===== config.mk =====
export PLATFORM = sky130hd
export DESIGN_NAME = cspm_ctrl
export DESIGN_NICKNAME = d
export VERILOG_FILES = /design/src/common/cspm_pkg.sv /design/src/hw/cspm_ctrl.sv /design/src/hw/cspm_sync.sv
export SDC_FILE = /design/constraint.sdc
export NUM_CORES = 1
export LEC_CHECK = 0
export ABC_CLOCK_PERIOD_IN_PS = 4400
export BUFFER_PORTS_ARGS = -buffer_cell sky130_fd_sc_hd__buf_2
export CAP_MARGIN = 10
export CORE_MARGIN = 10
export CORE_UTILIZATION = 55
export CTS_BUF_LIST = sky130_fd_sc_hd__clkbuf_4 sky130_fd_sc_hd__clkbuf_8
export CTS_CLUSTER_DIAMETER = 80
export DETAILED_ROUTE_END_ITERATION = 6
export PLACE_DENSITY = 0.95
export SLEW_MARGIN = 40
export SYNTH_ARGS = -nofsm -noshare
export SYNTH_HDL_FRONTEND = slang
export SYNTH_SLANG_ARGS = --single-unit

===== constraint.sdc =====
create_clock -name i_clk_sys -period 4.4 [get_ports i_clk_sys]
set_clock_uncertainty 0.2 [all_clocks]
set_input_delay 0.22 -clock i_clk_sys [delete_from_list [all_inputs] [get_ports i_clk_sys]]
set_output_delay 0.22 -clock i_clk_sys [all_outputs]
set_load 0.005 [all_outputs]

===== src/common/cspm_pkg.sv =====
// Package for the processing-state and power-mode controller.
// Assumes a single 250 MHz system clock and plain-port control.
package cspm_pkg;
   localparam int CSPM_CLK_MHZ = 250;
   localparam int CSPM_OSC_STAB_US = 100;
   localparam int CSPM_OSC_STAB_CYC = CSPM_OSC_STAB_US * CSPM_CLK_MHZ;
   localparam logic [31:0] CSPM_VEC_POR_PC = 32'h0000_0000;
   localparam logic [31:0] CSPM_VEC_POR_SP = 32'h0000_0004;
   localparam logic [31:0] CSPM_VEC_MAN_PC = 32'h0000_0008;
   localparam logic [31:0] CSPM_VEC_MAN_SP = 32'h0000_000C;
   localparam logic [31:0] CSPM_VBR_RESET = 32'h0000_0000;
   localparam logic [3:0] CSPM_MASK_RESET = 4'hF;
   localparam logic [2:0] CSPM_MODE_BUS8 = 3'h0;
   localparam logic [2:0] CSPM_MODE_BUS16 = 3'h1;
   localparam logic [2:0] CSPM_MODE_ROM = 3'h2;
   localparam logic [2:0] CSPM_MODE_PROM = 3'h7;
   localparam logic [1:0] CSPM_WID_BUS8 = 2'h0;
   localparam logic [1:0] CSPM_WID_BUS16 = 2'h1;
   localparam logic [1:0] CSPM_WID_ROM = 2'h2;
   localparam logic [1:0] CSPM_WID_NONE = 2'h3;
   typedef enum logic [2:0] {
      CSPM_ST_RESET, CSPM_ST_EXCEPT, CSPM_ST_BUSREL, CSPM_ST_EXEC, CSPM_ST_POWERDN
   } cspm_state_t;
   typedef enum logic [2:0] {
      CSPM_EX_IDLE, CSPM_EX_PUSH_SR, CSPM_EX_PUSH_PC, CSPM_EX_FETCH_PC, CSPM_EX_FETCH_SP,
      CSPM_EX_BRANCH
   } cspm_ex_t;
endpackage : cspm_pkg


===== src/hw/cspm_ctrl.sv =====
// Processing-state and power-mode controller.
// Assumes chip_clear_n doubles as the synchronous reset; NMI and mode pins are synchronised here.
// Function
// - Exactly one of reset, exception, bus release, execution, power-down states.
// - Low chip clear means reset; NMI high selects power-on, low manual.
// - Power-on reset initialises all core state and peripheral registers.
// - Manual reset spares bus and pin controllers; refresh keeps running.
// - Reset exception fetches start PC and SP, then begins execution.
// - Interrupt pushes PC and status word, fetches handler, then resumes.
// - Bus release state grants the bus to the requester.
// - Sleep instruction with standby select clear enters sleep mode.
// - Sleep halts core, keeps registers and RAM; clock, peripherals run.
// - Sleep exits on interrupt, DMA address error or reset via exception.
// - Sleep with standby select set halts oscillator, core and peripherals.
// - Standby exits only on NMI or reset.
// - NMI wake waits oscillator stabilisation before exception processing.
// - Mode pins decode to 8-bit, 16-bit, on-chip ROM or PROM mode.
// - Vectors at 0x0/0x4 for power-on, 0x8/0xC for manual reset.
// - Reset clears vector base and sets interrupt mask to all ones.
// - Accepted interrupt level goes into mask; other exceptions leave it.
`timescale 1ns/10ps
module cspm_ctrl
   import cspm_pkg::*;
#(
   parameter int OSC_STAB_CYC = CSPM_OSC_STAB_CYC
) (
   input wire logic i_clk_sys,
   input wire logic i_reset_n,
   input wire logic i_nmi,
   input wire logic [2:0] i_boot_mode_pins,
   input wire logic i_standby_select_bit,
   input wire logic i_sleep_exec,
   input wire logic i_irq_req,
   input wire logic [3:0] i_irq_level,
   input wire logic i_other_exc,
   input wire logic i_dma_addr_err,
   input wire logic i_bus_req,
   input wire logic i_vec_ack,
   input wire logic [31:0] i_vec_data,
   input wire logic [31:0] i_irq_vec_addr,
   output logic [2:0] o_state,
   output logic o_por_flag,
   output logic o_periph_rst,
   output logic o_bsc_pfc_rst,
   output logic o_core_halt,
   output logic o_clk_stop,
   output logic o_periph_halt,
   output logic o_bus_grant,
   output logic o_vec_rd,
   output logic o_stack_wr,
   output logic [31:0] o_vec_addr,
   output logic [31:0] o_pc,
   output logic [31:0] o_sp,
   output logic [31:0] o_vector_base_reg,
   output logic [3:0] o_int_mask_field,
   output logic o_exec_start,
   output logic [1:0] o_area0_mode,
   output logic o_prom_mode,
   output logic o_mode_bad
);
   ////////////////////////////////////////////////////////////////////////////
   logic nmi_s;
   logic [2:0] mode_s;
   cspm_sync #(.WIDTH(4)) u_sync (
      .i_clk_sys(i_clk_sys),
      .i_reset_n(1'b1),
      .i_async({i_nmi, i_boot_mode_pins}),
      .o_sync({nmi_s, mode_s})
   );

   function automatic logic [1:0] area0_of(input logic [2:0] m);
      case (m)
         CSPM_MODE_BUS8: area0_of = CSPM_WID_BUS8;
         CSPM_MODE_BUS16: area0_of = CSPM_WID_BUS16;
         CSPM_MODE_ROM: area0_of = CSPM_WID_ROM;
         default: area0_of = CSPM_WID_NONE;
      endcase
   endfunction : area0_of

   ////////////////////////////////////////////////////////////////////////////
   cspm_state_t state_reg;
   cspm_ex_t ex_reg;
   logic ex_is_reset_reg;
   logic in_standby_reg;
   logic [31:0] stab_cnt_reg;
   logic [3:0] pend_level_reg;
   logic reset_seen_reg;
   logic wake_sleep;

   // Clock stop is modelled as gating, so this counter runs on the system clock
   assign wake_sleep = i_irq_req | i_dma_addr_err;

   always_ff @(posedge i_clk_sys) begin
      if (!i_reset_n) begin
         state_reg <= CSPM_ST_RESET;
         reset_seen_reg <= 1'b1;
         in_standby_reg <= 1'b0;
         stab_cnt_reg <= '0;
      end else begin
         reset_seen_reg <= 1'b0;
         case (state_reg)
            CSPM_ST_RESET: state_reg <= CSPM_ST_EXCEPT;
            CSPM_ST_EXCEPT: begin
               if (ex_reg == CSPM_EX_BRANCH) begin
                  state_reg <= CSPM_ST_EXEC;
               end
            end
            CSPM_ST_EXEC: begin
               if (i_bus_req) begin
                  state_reg <= CSPM_ST_BUSREL;
               end else if (i_irq_req || i_other_exc) begin
                  state_reg <= CSPM_ST_EXCEPT;
               end else if (i_sleep_exec) begin
                  state_reg <= CSPM_ST_POWERDN;
                  in_standby_reg <= i_standby_select_bit;
               end
            end
            CSPM_ST_BUSREL: begin
               if (!i_bus_req) begin
                  state_reg <= CSPM_ST_EXEC;
               end
            end
            CSPM_ST_POWERDN: begin
               if (!in_standby_reg) begin
                  if (wake_sleep) begin
                     state_reg <= CSPM_ST_EXCEPT;
                  end
               end else if (stab_cnt_reg != 32'h0) begin
                  if (stab_cnt_reg >= 32'(OSC_STAB_CYC)) begin
                     state_reg <= CSPM_ST_EXCEPT;
                     in_standby_reg <= 1'b0;
                     stab_cnt_reg <= '0;
                  end else begin
                     stab_cnt_reg <= stab_cnt_reg + 32'h1;
                  end
               end else if (nmi_s) begin
                  stab_cnt_reg <= 32'h1;
               end
            end
            default: state_reg <= CSPM_ST_RESET;
         endcase
      end
   end

   ////////////////////////////////////////////////////////////////////////////
   // Exception sequencer: stack push for non-reset exceptions, vector reads for both
   always_ff @(posedge i_clk_sys) begin
      if (!i_reset_n) begin
         ex_reg <= CSPM_EX_IDLE;
         ex_is_reset_reg <= 1'b1;
         pend_level_reg <= '0;
      end else if (state_reg == CSPM_ST_RESET) begin
         ex_reg <= CSPM_EX_FETCH_PC;
         ex_is_reset_reg <= 1'b1;
      end else if (state_reg != CSPM_ST_EXCEPT) begin
         ex_reg <= CSPM_EX_PUSH_SR;
         ex_is_reset_reg <= 1'b0;
         pend_level_reg <= i_irq_req ? i_irq_level : 4'h0;
      end else begin
         case (ex_reg)
            CSPM_EX_PUSH_SR: ex_reg <= CSPM_EX_PUSH_PC;
            CSPM_EX_PUSH_PC: ex_reg <= CSPM_EX_FETCH_PC;
            CSPM_EX_FETCH_PC: begin
               if (i_vec_ack) begin
                  ex_reg <= ex_is_reset_reg ? CSPM_EX_FETCH_SP : CSPM_EX_BRANCH;
               end
            end
            CSPM_EX_FETCH_SP: begin
               if (i_vec_ack) begin
                  ex_reg <= CSPM_EX_BRANCH;
               end
            end
            CSPM_EX_BRANCH: ex_reg <= CSPM_EX_IDLE;
            default: ex_reg <= CSPM_EX_IDLE;
         endcase
      end
   end

   ////////////////////////////////////////////////////////////////////////////
   // Reset kind is latched on the release edge, so NMI is never an async load
   always_ff @(posedge i_clk_sys) begin
      if (!i_reset_n) begin
         o_periph_rst <= 1'b1;
         o_bsc_pfc_rst <= 1'b0;
      end else begin
         if (reset_seen_reg) begin
            o_por_flag <= nmi_s;
            o_bsc_pfc_rst <= nmi_s;
         end else begin
            o_bsc_pfc_rst <= 1'b0;
         end
         o_periph_rst <= reset_seen_reg;
      end
   end

   always_ff @(posedge i_clk_sys) begin
      if (!i_reset_n) begin
         o_pc <= '0;
         o_sp <= '0;
         o_vector_base_reg <= CSPM_VBR_RESET;
         o_int_mask_field <= CSPM_MASK_RESET;
         o_vec_rd <= 1'b0;
         o_stack_wr <= 1'b0;
         o_vec_addr <= '0;
         o_exec_start <= 1'b0;
      end else begin
         o_vec_rd <= (ex_reg == CSPM_EX_FETCH_PC || ex_reg == CSPM_EX_FETCH_SP)
                     && state_reg == CSPM_ST_EXCEPT && !i_vec_ack;
         o_stack_wr <= state_reg == CSPM_ST_EXCEPT
                       && (ex_reg == CSPM_EX_PUSH_SR || ex_reg == CSPM_EX_PUSH_PC);
         o_exec_start <= state_reg == CSPM_ST_EXCEPT && ex_reg == CSPM_EX_BRANCH;
         if (ex_reg == CSPM_EX_FETCH_PC) begin
            o_vec_addr <= !ex_is_reset_reg ? i_irq_vec_addr :
                          (o_por_flag ? CSPM_VEC_POR_PC : CSPM_VEC_MAN_PC);
         end else if (ex_reg == CSPM_EX_FETCH_SP) begin
            o_vec_addr <= o_por_flag ? CSPM_VEC_POR_SP : CSPM_VEC_MAN_SP;
         end
         if (state_reg == CSPM_ST_EXCEPT && i_vec_ack) begin
            if (ex_reg == CSPM_EX_FETCH_PC) begin
               o_pc <= i_vec_data;
            end else if (ex_reg == CSPM_EX_FETCH_SP) begin
               o_sp <= i_vec_data;
               o_vector_base_reg <= CSPM_VBR_RESET;
               o_int_mask_field <= CSPM_MASK_RESET;
            end
         end
         if (state_reg == CSPM_ST_EXCEPT && ex_reg == CSPM_EX_PUSH_SR
             && pend_level_reg != 4'h0) begin
            o_int_mask_field <= pend_level_reg;
         end
      end
   end

   ////////////////////////////////////////////////////////////////////////////
   always_ff @(posedge i_clk_sys) begin
      if (!i_reset_n) begin
         o_state <= 3'h0;
         o_core_halt <= 1'b1;
         o_clk_stop <= 1'b0;
         o_periph_halt <= 1'b0;
         o_bus_grant <= 1'b0;
         o_area0_mode <= CSPM_WID_BUS8;
         o_prom_mode <= 1'b0;
         o_mode_bad <= 1'b0;
      end else begin
         o_state <= 3'(state_reg);
         o_core_halt <= state_reg == CSPM_ST_POWERDN;
         o_clk_stop <= state_reg == CSPM_ST_POWERDN && in_standby_reg
                       && stab_cnt_reg == 32'h0;
         o_periph_halt <= state_reg == CSPM_ST_POWERDN && in_standby_reg;
         o_bus_grant <= state_reg == CSPM_ST_BUSREL;
         o_area0_mode <= area0_of(mode_s);
         o_prom_mode <= mode_s == CSPM_MODE_PROM;
         o_mode_bad <= area0_of(mode_s) == CSPM_WID_NONE && mode_s != CSPM_MODE_PROM;
      end
   end
endmodule : cspm_ctrl


===== src/hw/cspm_sync.sv =====
// Two-flop synchroniser for pin inputs.
// Assumes the inputs are asynchronous levels.
`timescale 1ns/10ps
module cspm_sync #(
   parameter int WIDTH = 1
) (
   input wire logic i_clk_sys,
   input wire logic i_reset_n,
   input wire logic [WIDTH-1:0] i_async,
   output logic [WIDTH-1:0] o_sync
);
   logic [WIDTH-1:0] meta_reg;
   always_ff @(posedge i_clk_sys) begin
      if (!i_reset_n) begin
         meta_reg <= '0;
         o_sync <= '0;
      end else begin
         meta_reg <= i_async;
         o_sync <= meta_reg;
      end
   end
endmodule : cspm_sync


* Word-level counts from Yosys, hierarchy flattened
Index checks and enable logic that the tools add are counted.
** Cells by class
- Equal/unequal tests :: 29
- $lt $le $gt $ge :: 1
- Add/subtract/negate cells :: 1
- Muxes and demuxes :: 39
- Reductions and logical operators :: 36
- Bitwise logic cells :: 4
** Operators with widths (count)
- two-way mux 32 bit :: 6
- two-way mux 3 bit :: 11
- adder 32 x 1 -> 32 bit (second input constant) :: 1
- >= comparator 32 x 15 -> 1 bit (second input constant) :: 1
- zero test 32 bit :: 1
- nonzero test 32 bit :: 1
- two-way mux 4 bit :: 7
- equality test 3 x 2 -> 1 bit (second input constant) :: 5
- one-hot mux 3 bit (5 select lines) :: 1
- != test 2 bit (second input constant) :: 7
- equality test 3 bit (second input constant) :: 4
- != test 3 bit (second input constant) :: 4
- != test 4 bit (second input constant) :: 3
- one-hot mux 3 bit (4 select lines) :: 1
- logical AND 1 bit :: 10
- AND reduction 2 bit :: 5
- nonzero test 2 bit :: 5
- equality test 3 x 1 -> 1 bit (second input constant) :: 3
- AND reduction 3 bit :: 3
- two-way mux 1 bit :: 8
- zero test 3 bit :: 2
- two-way mux 2 bit :: 3
- one-hot mux 2 bit (3 select lines) :: 1
- AND reduction 6 bit :: 1
- other kinds (12) :: 16
** Word-level totals
- Register bits :: 170
- Output and inout bits :: 149

* Logic depth before layout (Yosys ltp)
Gate-level depths: netlist of the first run.
- Word-level depth :: 5
- Mapped depth :: 8
- Depth with buffers taken out :: 7

* Hierarchy
A second synthesis of the first run with hierarchy kept.
** Second synthesis, totals
- Cells, all modules :: 777
- Area total of the unflattened synthesis :: 6670.1 µm²
** By module, submodules not included
- cspm_ctrl :: cells each 761, sequential area each 3253.1 µm², instances 1, area an instance 6459.9 µm²
- cspm_sync :: cells each 16, sequential area each 160.2 µm², instances 1, area an instance 210.2 µm²

* Worst setup path before layout of the first run
No wires, ideal clock.
- Path type :: register to register
- Start :: register stab_cnt_reg[0]
- End :: register stab_cnt_reg[20]
- Cell stages (with the launch flop) :: 9
- Required time :: 4142 ps
- Path slack :: 2322 ps
- Data arrival time :: 1820 ps
- Cells stage by stage :: dfxtp_1 -> inv_1 -> ha_1 -> nor4b_2 -> and4_2 -> a2111oi_4 -> o21a_2 -> buf_6 -> o21a_1
** Between the ends
- Word-level cells in the longest chain between the ends :: 3
- Elaborated cells on any way between the ends :: 7
** RTL lines
- from (decl) :: RTL line cspm_ctrl.sv:85 : logic [31:0] stab_cnt_reg;
- from (signal assigned) :: RTL line cspm_ctrl.sv:134 : stab_cnt_reg <= stab_cnt_reg + 32'h1;
- adder 32 x 1 -> 32 bit (tied with other cells) :: RTL line cspm_ctrl.sv:134
- two-way mux 32 bit / nonzero test 2 bit (equally long branches)
- two-way mux 32 bit / AND reduction 3 bit (equally long branches)
Parallel ways exist; a longest one is shown, timed or not.
A chain may end at the register's enable or synchronous reset.

* Final worst setup path of the first run
- Start :: register stab_cnt_reg[5]
- End :: register in_standby_reg
** Between the ends
- Word-level cells in the longest chain between the ends :: 5
- Elaborated cells on any way between the ends :: 6
** RTL lines
- >= comparator 32 x 15 -> 1 bit :: RTL line cspm_ctrl.sv:129 : if (stab_cnt_reg >= 32'(OSC_STAB_CYC)) begin
- two-way mux 1 bit :: RTL line cspm_ctrl.sv:129
- two-way mux 1 bit * :: RTL line cspm_ctrl.sv:128 : end else if (stab_cnt_reg != 32'h0) begin
- two-way mux 1 bit * :: RTL line cspm_ctrl.sv:124 : if (!in_standby_reg) begin
- one-hot mux 1 bit (2 select lines) * :: RTL line cspm_ctrl.sv:101 : case (state_reg)
- to (signal assigned) :: RTL line cspm_ctrl.sv:115 : in_standby_reg <= i_standby_select_bit;
- to (decl) :: RTL line cspm_ctrl.sv:84 : logic in_standby_reg;
Every way passes the cells marked *; elsewhere a longest branch is shown, timed or not.

==> results of run 1 <==
final timing paths:
| kind | from | end | slack (ns) |
|---|---|---|---|
| worst max-delay path | stab_cnt_reg[5] | in_standby_reg | 1.63 |
| worst min-delay path | i_other_exc | state_reg[0] | 0.06 |
| worst max register to register | stab_cnt_reg[5] | in_standby_reg | 1.63 |
| worst min register to register | u_sync.meta_reg[3] | u_sync.o_sync[3] | 0.13 |
final cells by class:
| cell class | count | share of cell area, % |
|---|---|---|
| clock buffers | 19 | 2.969 |
| diodes | 5 | 0.1421 |
| inverters | 13 | 0.5683 |
| flip-flops and latches | 170 | 38.76 |
| repair buffers | 286 | 21.13 |
| multi-input cells | 531 | 32.32 |
| well taps | 147 | 2.088 |
| clock inverters | 13 | 2.032 |
cells by family (layout without fill, tap and decap cells):
family                     count (synthesis)  count (layout)
and+or+nand+nor                          328             328
DFF                                      170             170
AOI/OAI and AO/OA                        157             157
buffers and inverters                     93             331
xor gates and xnor gates                  10              10
adders and majority gates                  2               2
muxes                                      2               2
other                                      1              37
per-layer routing:
metal / wire (um) / global-route usage [%] / vias to the layer above
met5: 0 / 0 / -
met4: 1021 / 15.21 / 0
met3: 2637 / 8.844 / 100
met2: 10700 / 42.42 / 463
met1: 7810 / 27.25 / 3070
li1: - / - / 3058
critical path, cell delays in order, from the launching register on:
cell and delay (ns):
dfxtp_1 0.49, o2111ai_1 0.16, a31oi_1 0.62, nor3_1 0.30
o2111ai_1 0.23, o21ai_0 0.10, dlygate4sd3_1 0.56
through the flow:
step	instance area, um^2	std cells	util (%)	power [W]	setup slack (ns)
6_report	8807	1184	73.94	0.003096	1.632
2_1_floorplan	6758	794	-	0.001781	2.322
5_1_grt	8800	1181	73.88	0.003204	1.445
4_1_cts	8795	1179	73.83	0.003088	1.706
3_5_place_dp	7543	1066	63.33	0.001857	1.918
3_3_place_gp	7515	1063	63.09	0.001851	1.878
cells in the final DEF, fill, tap and decap left out, types with 5 or more instances in the layout:
cell	netlist	routed
a21oi_1	82	81
a22oi_1	30	30
and2_1	6	6
and3_1	5	5
and4_1	6	5
buf_2	21	197
buf_4	34	7
clkbuf_8	0	19
conb_1	1	32
dfxtp_1	169	169
diode_2	0	5
dlygate4sd3_1	0	81
inv_1	13	12
nand2_1	156	156
nand2b_1	6	6
nand3_1	16	16
nand4_1	9	9
nor2_1	69	69
nor2b_1	5	5
nor3_1	14	14
nor4_1	9	9
o21a_1	12	12
o21ai_0	10	10
xnor2_1	5	5
xor2_1	5	5
power by group through the flow:
stage | sequential [W] | combinational, W | clock (W)
2_1_floorplan | 0.00163 | 0.000155 | 0
3_3_place_gp | 0.00164 | 0.000210 | 0
3_5_place_dp | 0.00164 | 0.000214 | 0
4_1_cts | 0.00161 | 0.000271 | 0.00121
5_1_grt | 0.00162 | 0.000308 | 0.00128
6_report | 0.00161 | 0.000284 | 0.00120
==> flow_summary.toml, run 1 <==
[power_and_ir_drop]
peakVddDrop_mv = 0.2379
intPower_w = 0.002317
leakage_nw = 3.735
p_sw_share_pct = 25.15
combPwrFrac_pct = 9.2
p_sw_w = 0.0007786
p_per_area_mw_per_mm2 = 351.5
p_seq_share_pct = 52.0
pwr-share-clk_pct = 38.9

[synthesis]
yosys_register_bits = 170
netlist_area_mm2 = 0.006641
yosysSeqAreaShare_pct = 51.39
synth.most_common_cell = "dfxtp_1"
async_reset_ff_share_pct = 0
syn_area_per_cell_um2 = 8.704
synth_mux_area_share_pct = 0.3014
synthAdderAreaFrac_pct = 0.3768
synth_ff_type = "dfxtp_1"
ys_top_cells_by_count = "169 x dfxtp_1, 156 x nand2_1, 82 x a21oi_1, 69 x nor2_1, 34 x buf_4"
synth-simple-area-share_pct = 23.79
synth.distinct_cells = 58
yosys-top-cells-area = "dfxtp_1 51%, nand2_1 8.8%, a21oi_1 6.2%"
synth_top_area_share_pct = 50.94
synth_top_area_cell = "dfxtp_1"
synth-xor-area-share_pct = 1.319
ys_warn_count = 0
synth_edf_count = 1
synth_top_family_by_area = "simple AND/OR/NAND/NOR gates"
netlist_instances = 763
synth_compound_gate_area_share_pct = 14.85

[global_routing]
grt_max_degree = 65
grt_use_total_pct = 25.37
grt_antenna_before_repair = 2
grt_overflow_total = 0
grt_pass1_wl_mm = 34.26
grt_pass1_vias = 6553

[sta]
fin_hold_ws_ns = 0.06132
max_slew_margin_pct = 49.51
final_max_slew_viol_count = 0
maxClockFrequency_mhz = 361.3
hold_violations = 0
grt_setup_unrepaired = "false"
setup_tns_ns = 0
layout_min_cycle_time_ns = 2.768
setup_viol = 0
min_period_over_period_pct = 62.91
worstMarginPinSlew_ns = 0.7516

[worst_hold_path]
hp-class = "primary input to register"
hold_depth = 4

[floorplan]
dieArea_mm2 = 0.01687
die_w_um = 129.9
rows = 40
die_y_um = 129.9
ios = 230
initial_core_util_pct = 55.76
core-area_mm2 = 0.01191

[route]
drtPass1Iterations = 6
viasPerCell = 5.651
routed_wl_mm = 22.17
wl_per_cell_um = 18.72
drtIter0Drc = 829
ant_nets = 0
route.vias.total = 6691
drc_errors = 0

[layout]
drive_gt1_share_pct = 25.00
fin_nets = 1102
seq_area_mm2 = 0.003413
fillers = 817
multi_input_area_mm2 = 0.002846
syn_to_final_growth_pct = 32.61

[clocking]
clk_pin_slew_ns = 0.09
clock_latency_ns = 0.46
cts_setup_buffers = 0
clockBufferDepth = 2
clock-sinks = 170
cts-root-buf = "clkbuf_8"
cts_resized = 0
cts_tree = "done"
htree_levels = 4
cts-hold-fix-buffers = 81
numCtsBuffers = 17

[placed_design]
portBuffers = 197
gp_congestion = 0.9027
hpwl_mm = 13.41

[setup_path]
r2r_cells = 6
path_max_fanout = 8
crit_type = "register to register"
arrival_ns = 2.92
end_kind = "register"
worstPathRequired_ns = 4.55
cp-start-kind = "register"

[run]
drv_cap = 0

[run_status]
status = "finished clean"
(Power assumes the default switching activity.)
==> inputs of run 2 (changes only) <==
ABC_AREA = 1   (was unset)
ABC_CLOCK_PERIOD_IN_PS = 2750   (was 4400)
CORE_UTILIZATION = 52   (was 55)
PLACE_DENSITY = 0.94   (was 0.95)
clock period = 2.75 ns   (was 4.4 ns; I/O delays follow)
==> flow_summary.toml, run 2 <==
[setup_path]
crit_type = "register to register"
worstPathRequired_ns = 2.97
end_kind = "register"
arrival_ns = 2.58
path_max_fanout = 7
cp-start-kind = "register"

[sta]
maxClockFrequency_mhz = 423.0
min_period_over_period_pct = 85.96
max_slew_margin_pct = 48.76
final_max_slew_viol_count = 0
setup_viol = 0
setup_tns_ns = 0
grt_setup_unrepaired = "false"
worstMarginPinSlew_ns = 0.7686
layout_min_cycle_time_ns = 2.364
fin_hold_ws_ns = 0.09722
hold_violations = 0

[layout]
layoutNonFillerInstCount = 1331
syn_to_final_growth_pct = 31.63
final_cell_mix = "199 x nor2_1, 197 x buf_2, 169 x dfxtp_1"
final_common_cell = "nor2_1"
fillers = 1001
fin_nets = 1226
drive_gt1_share_pct = 24.35
final_util_pct = 69.94

[route]
wl_met3_mm = 1.968
drtPass1Iterations = 5
wl_met1_mm = 8.289
wl_met2_mm = 11.00
ant_nets = 0
drc_errors = 0
routed_wl_mm = 22.10
wl_per_cell_um = 16.60
top_layer = "met4"
drtIter0Drc = 546
route.vias.total = 6810
viasPerCell = 5.116

[synthesis]
synth_top_area_share_pct = 50.25
netlist_instances = 876
yosys_register_bits = 170
synth_edf_count = 1
ys_top_cells_by_count = "200 x nor2_1, 169 x dfxtp_1, 137 x nand2_1, 67 x o21ai_0, 55 x nand3_1"
async_reset_ff_share_pct = 0
synth.distinct_cells = 37
ys_warn_count = 0
synth_ff_type = "dfxtp_1"
synth.most_common_cell = "nor2_1"
netlist_area_mm2 = 0.006733
yosys-top-cells-area = "dfxtp_1 50%, nor2_1 11%, nand2_1 7.6%"
yosysSeqAreaShare_pct = 50.70
syn_area_per_cell_um2 = 7.686
synth_top_area_cell = "dfxtp_1"

[worst_hold_path]
hp-class = "primary input to register"

[clocking]
clockBufferDepth = 2
htree_levels = 4
cts_resized = 0
cts-hold-fix-buffers = 84
cts_setup_buffers = 0
cts_tree = "done"
clock-sinks = 170
cts-root-buf = "clkbuf_8"
clk_pin_slew_ns = 0.09
clock_latency_ns = 0.47
numCtsBuffers = 17

[global_routing]
grt_overflow_total = 0
grt_pass1_wl_mm = 35.04
grt_use_total_pct = 24.06
grt_pass1_vias = 6903
grt_max_degree = 83
grt_antenna_before_repair = 3

[floorplan]
initial_core_util_pct = 53.14
die_w_um = 133.8
rows = 41
core-area_mm2 = 0.01267
die_y_um = 133.8
ios = 230
dieArea_mm2 = 0.01790

[power_and_ir_drop]
p_per_area_mw_per_mm2 = 596.7
total_power_w = 0.005289
leakage_nw = 4.250
peakVddDrop_mv = 0.4260

[placed_design]
gp_congestion = 0.9215
hpwl_mm = 13.81
portBuffers = 197
numPlacedInstances = 1212

[run]
drv_cap = 0

[run_status]
status = "finished clean"
-- run 2: report_power, final --
part | internal [W] | switching, W | total, W
registers | 0.00261 | 0.0000969 | 0.00271
logic | 0.000367 | 0.000550 | 0.000917
clock network | 0.000776 | 0.000888 | 0.00166
-- run 2: layout make-up --
type	count	area (um^2)	share of cell area [%]
multi-input combinational	620	2801	31.61
tap	172	215.2	2.428
clock inverter	8	72.57	0.8189
clock buffer	22	284.0	3.205
timing repair buffer	291	1902	21.46
inverter	43	161.4	1.821
antenna	5	12.51	0.1412
sequential	170	3413	38.51
-- run 2: kinds of logic after synthesis --
kind of cell	share of synthesized area [%]
buffers and inverters	9.459
xor gates and xnor gates	1.171
AOI/OAI and AO/OA	10.15
DFF	50.70
other	0.05570
adders and majority gates	0.3716
and+or+nand+nor	28.10
-- run 2: path summary, 6_finish.rpt --
path / slack [ns] / from / cells past startpoint / to
setup / recovery: 0.39 / state_reg[1] / 6 / state_reg[2]
hold reg to reg: 0.13 / u_sync.meta_reg[2] / 0 / u_sync.o_sync[2]
setup reg to reg: 0.39 / state_reg[1] / 6 / state_reg[2]
hold / removal: 0.1 / i_nmi / 2 / u_sync.meta_reg[3]
-- run 2: critical path: stages (launching register included) --
cell and delay, ns:
dfxtp_1 0.45, nand3_1 0.19, nor3_1 0.21, dlygate4sd3_1 0.57, o21ai_0 0.08, dlygate4sd3_1 0.56
inv_1 0.05
-- run 2: per-layer routing --
| metal | global-route usage (%) | vias to the layer above |
|---|---|---|
| li1 | - | 3265 |
| met1 | 25.38 | 3177 |
| met2 | 40.67 | 300 |
| met3 | 9.671 | 68 |
| met4 | 12.39 | 0 |
| met5 | 0 | - |
-- run 2: stage by stage --
stage | worst slack, ns | instance area, um^2
2_1_floorplan | 1.065 | 6849
3_3_place_gp | 0.6212 | 7652
3_5_place_dp | 0.6916 | 7652
4_1_cts | 0.4359 | 8850
5_1_grt | 0.1862 | 8857
6_report | 0.3860 | 8862
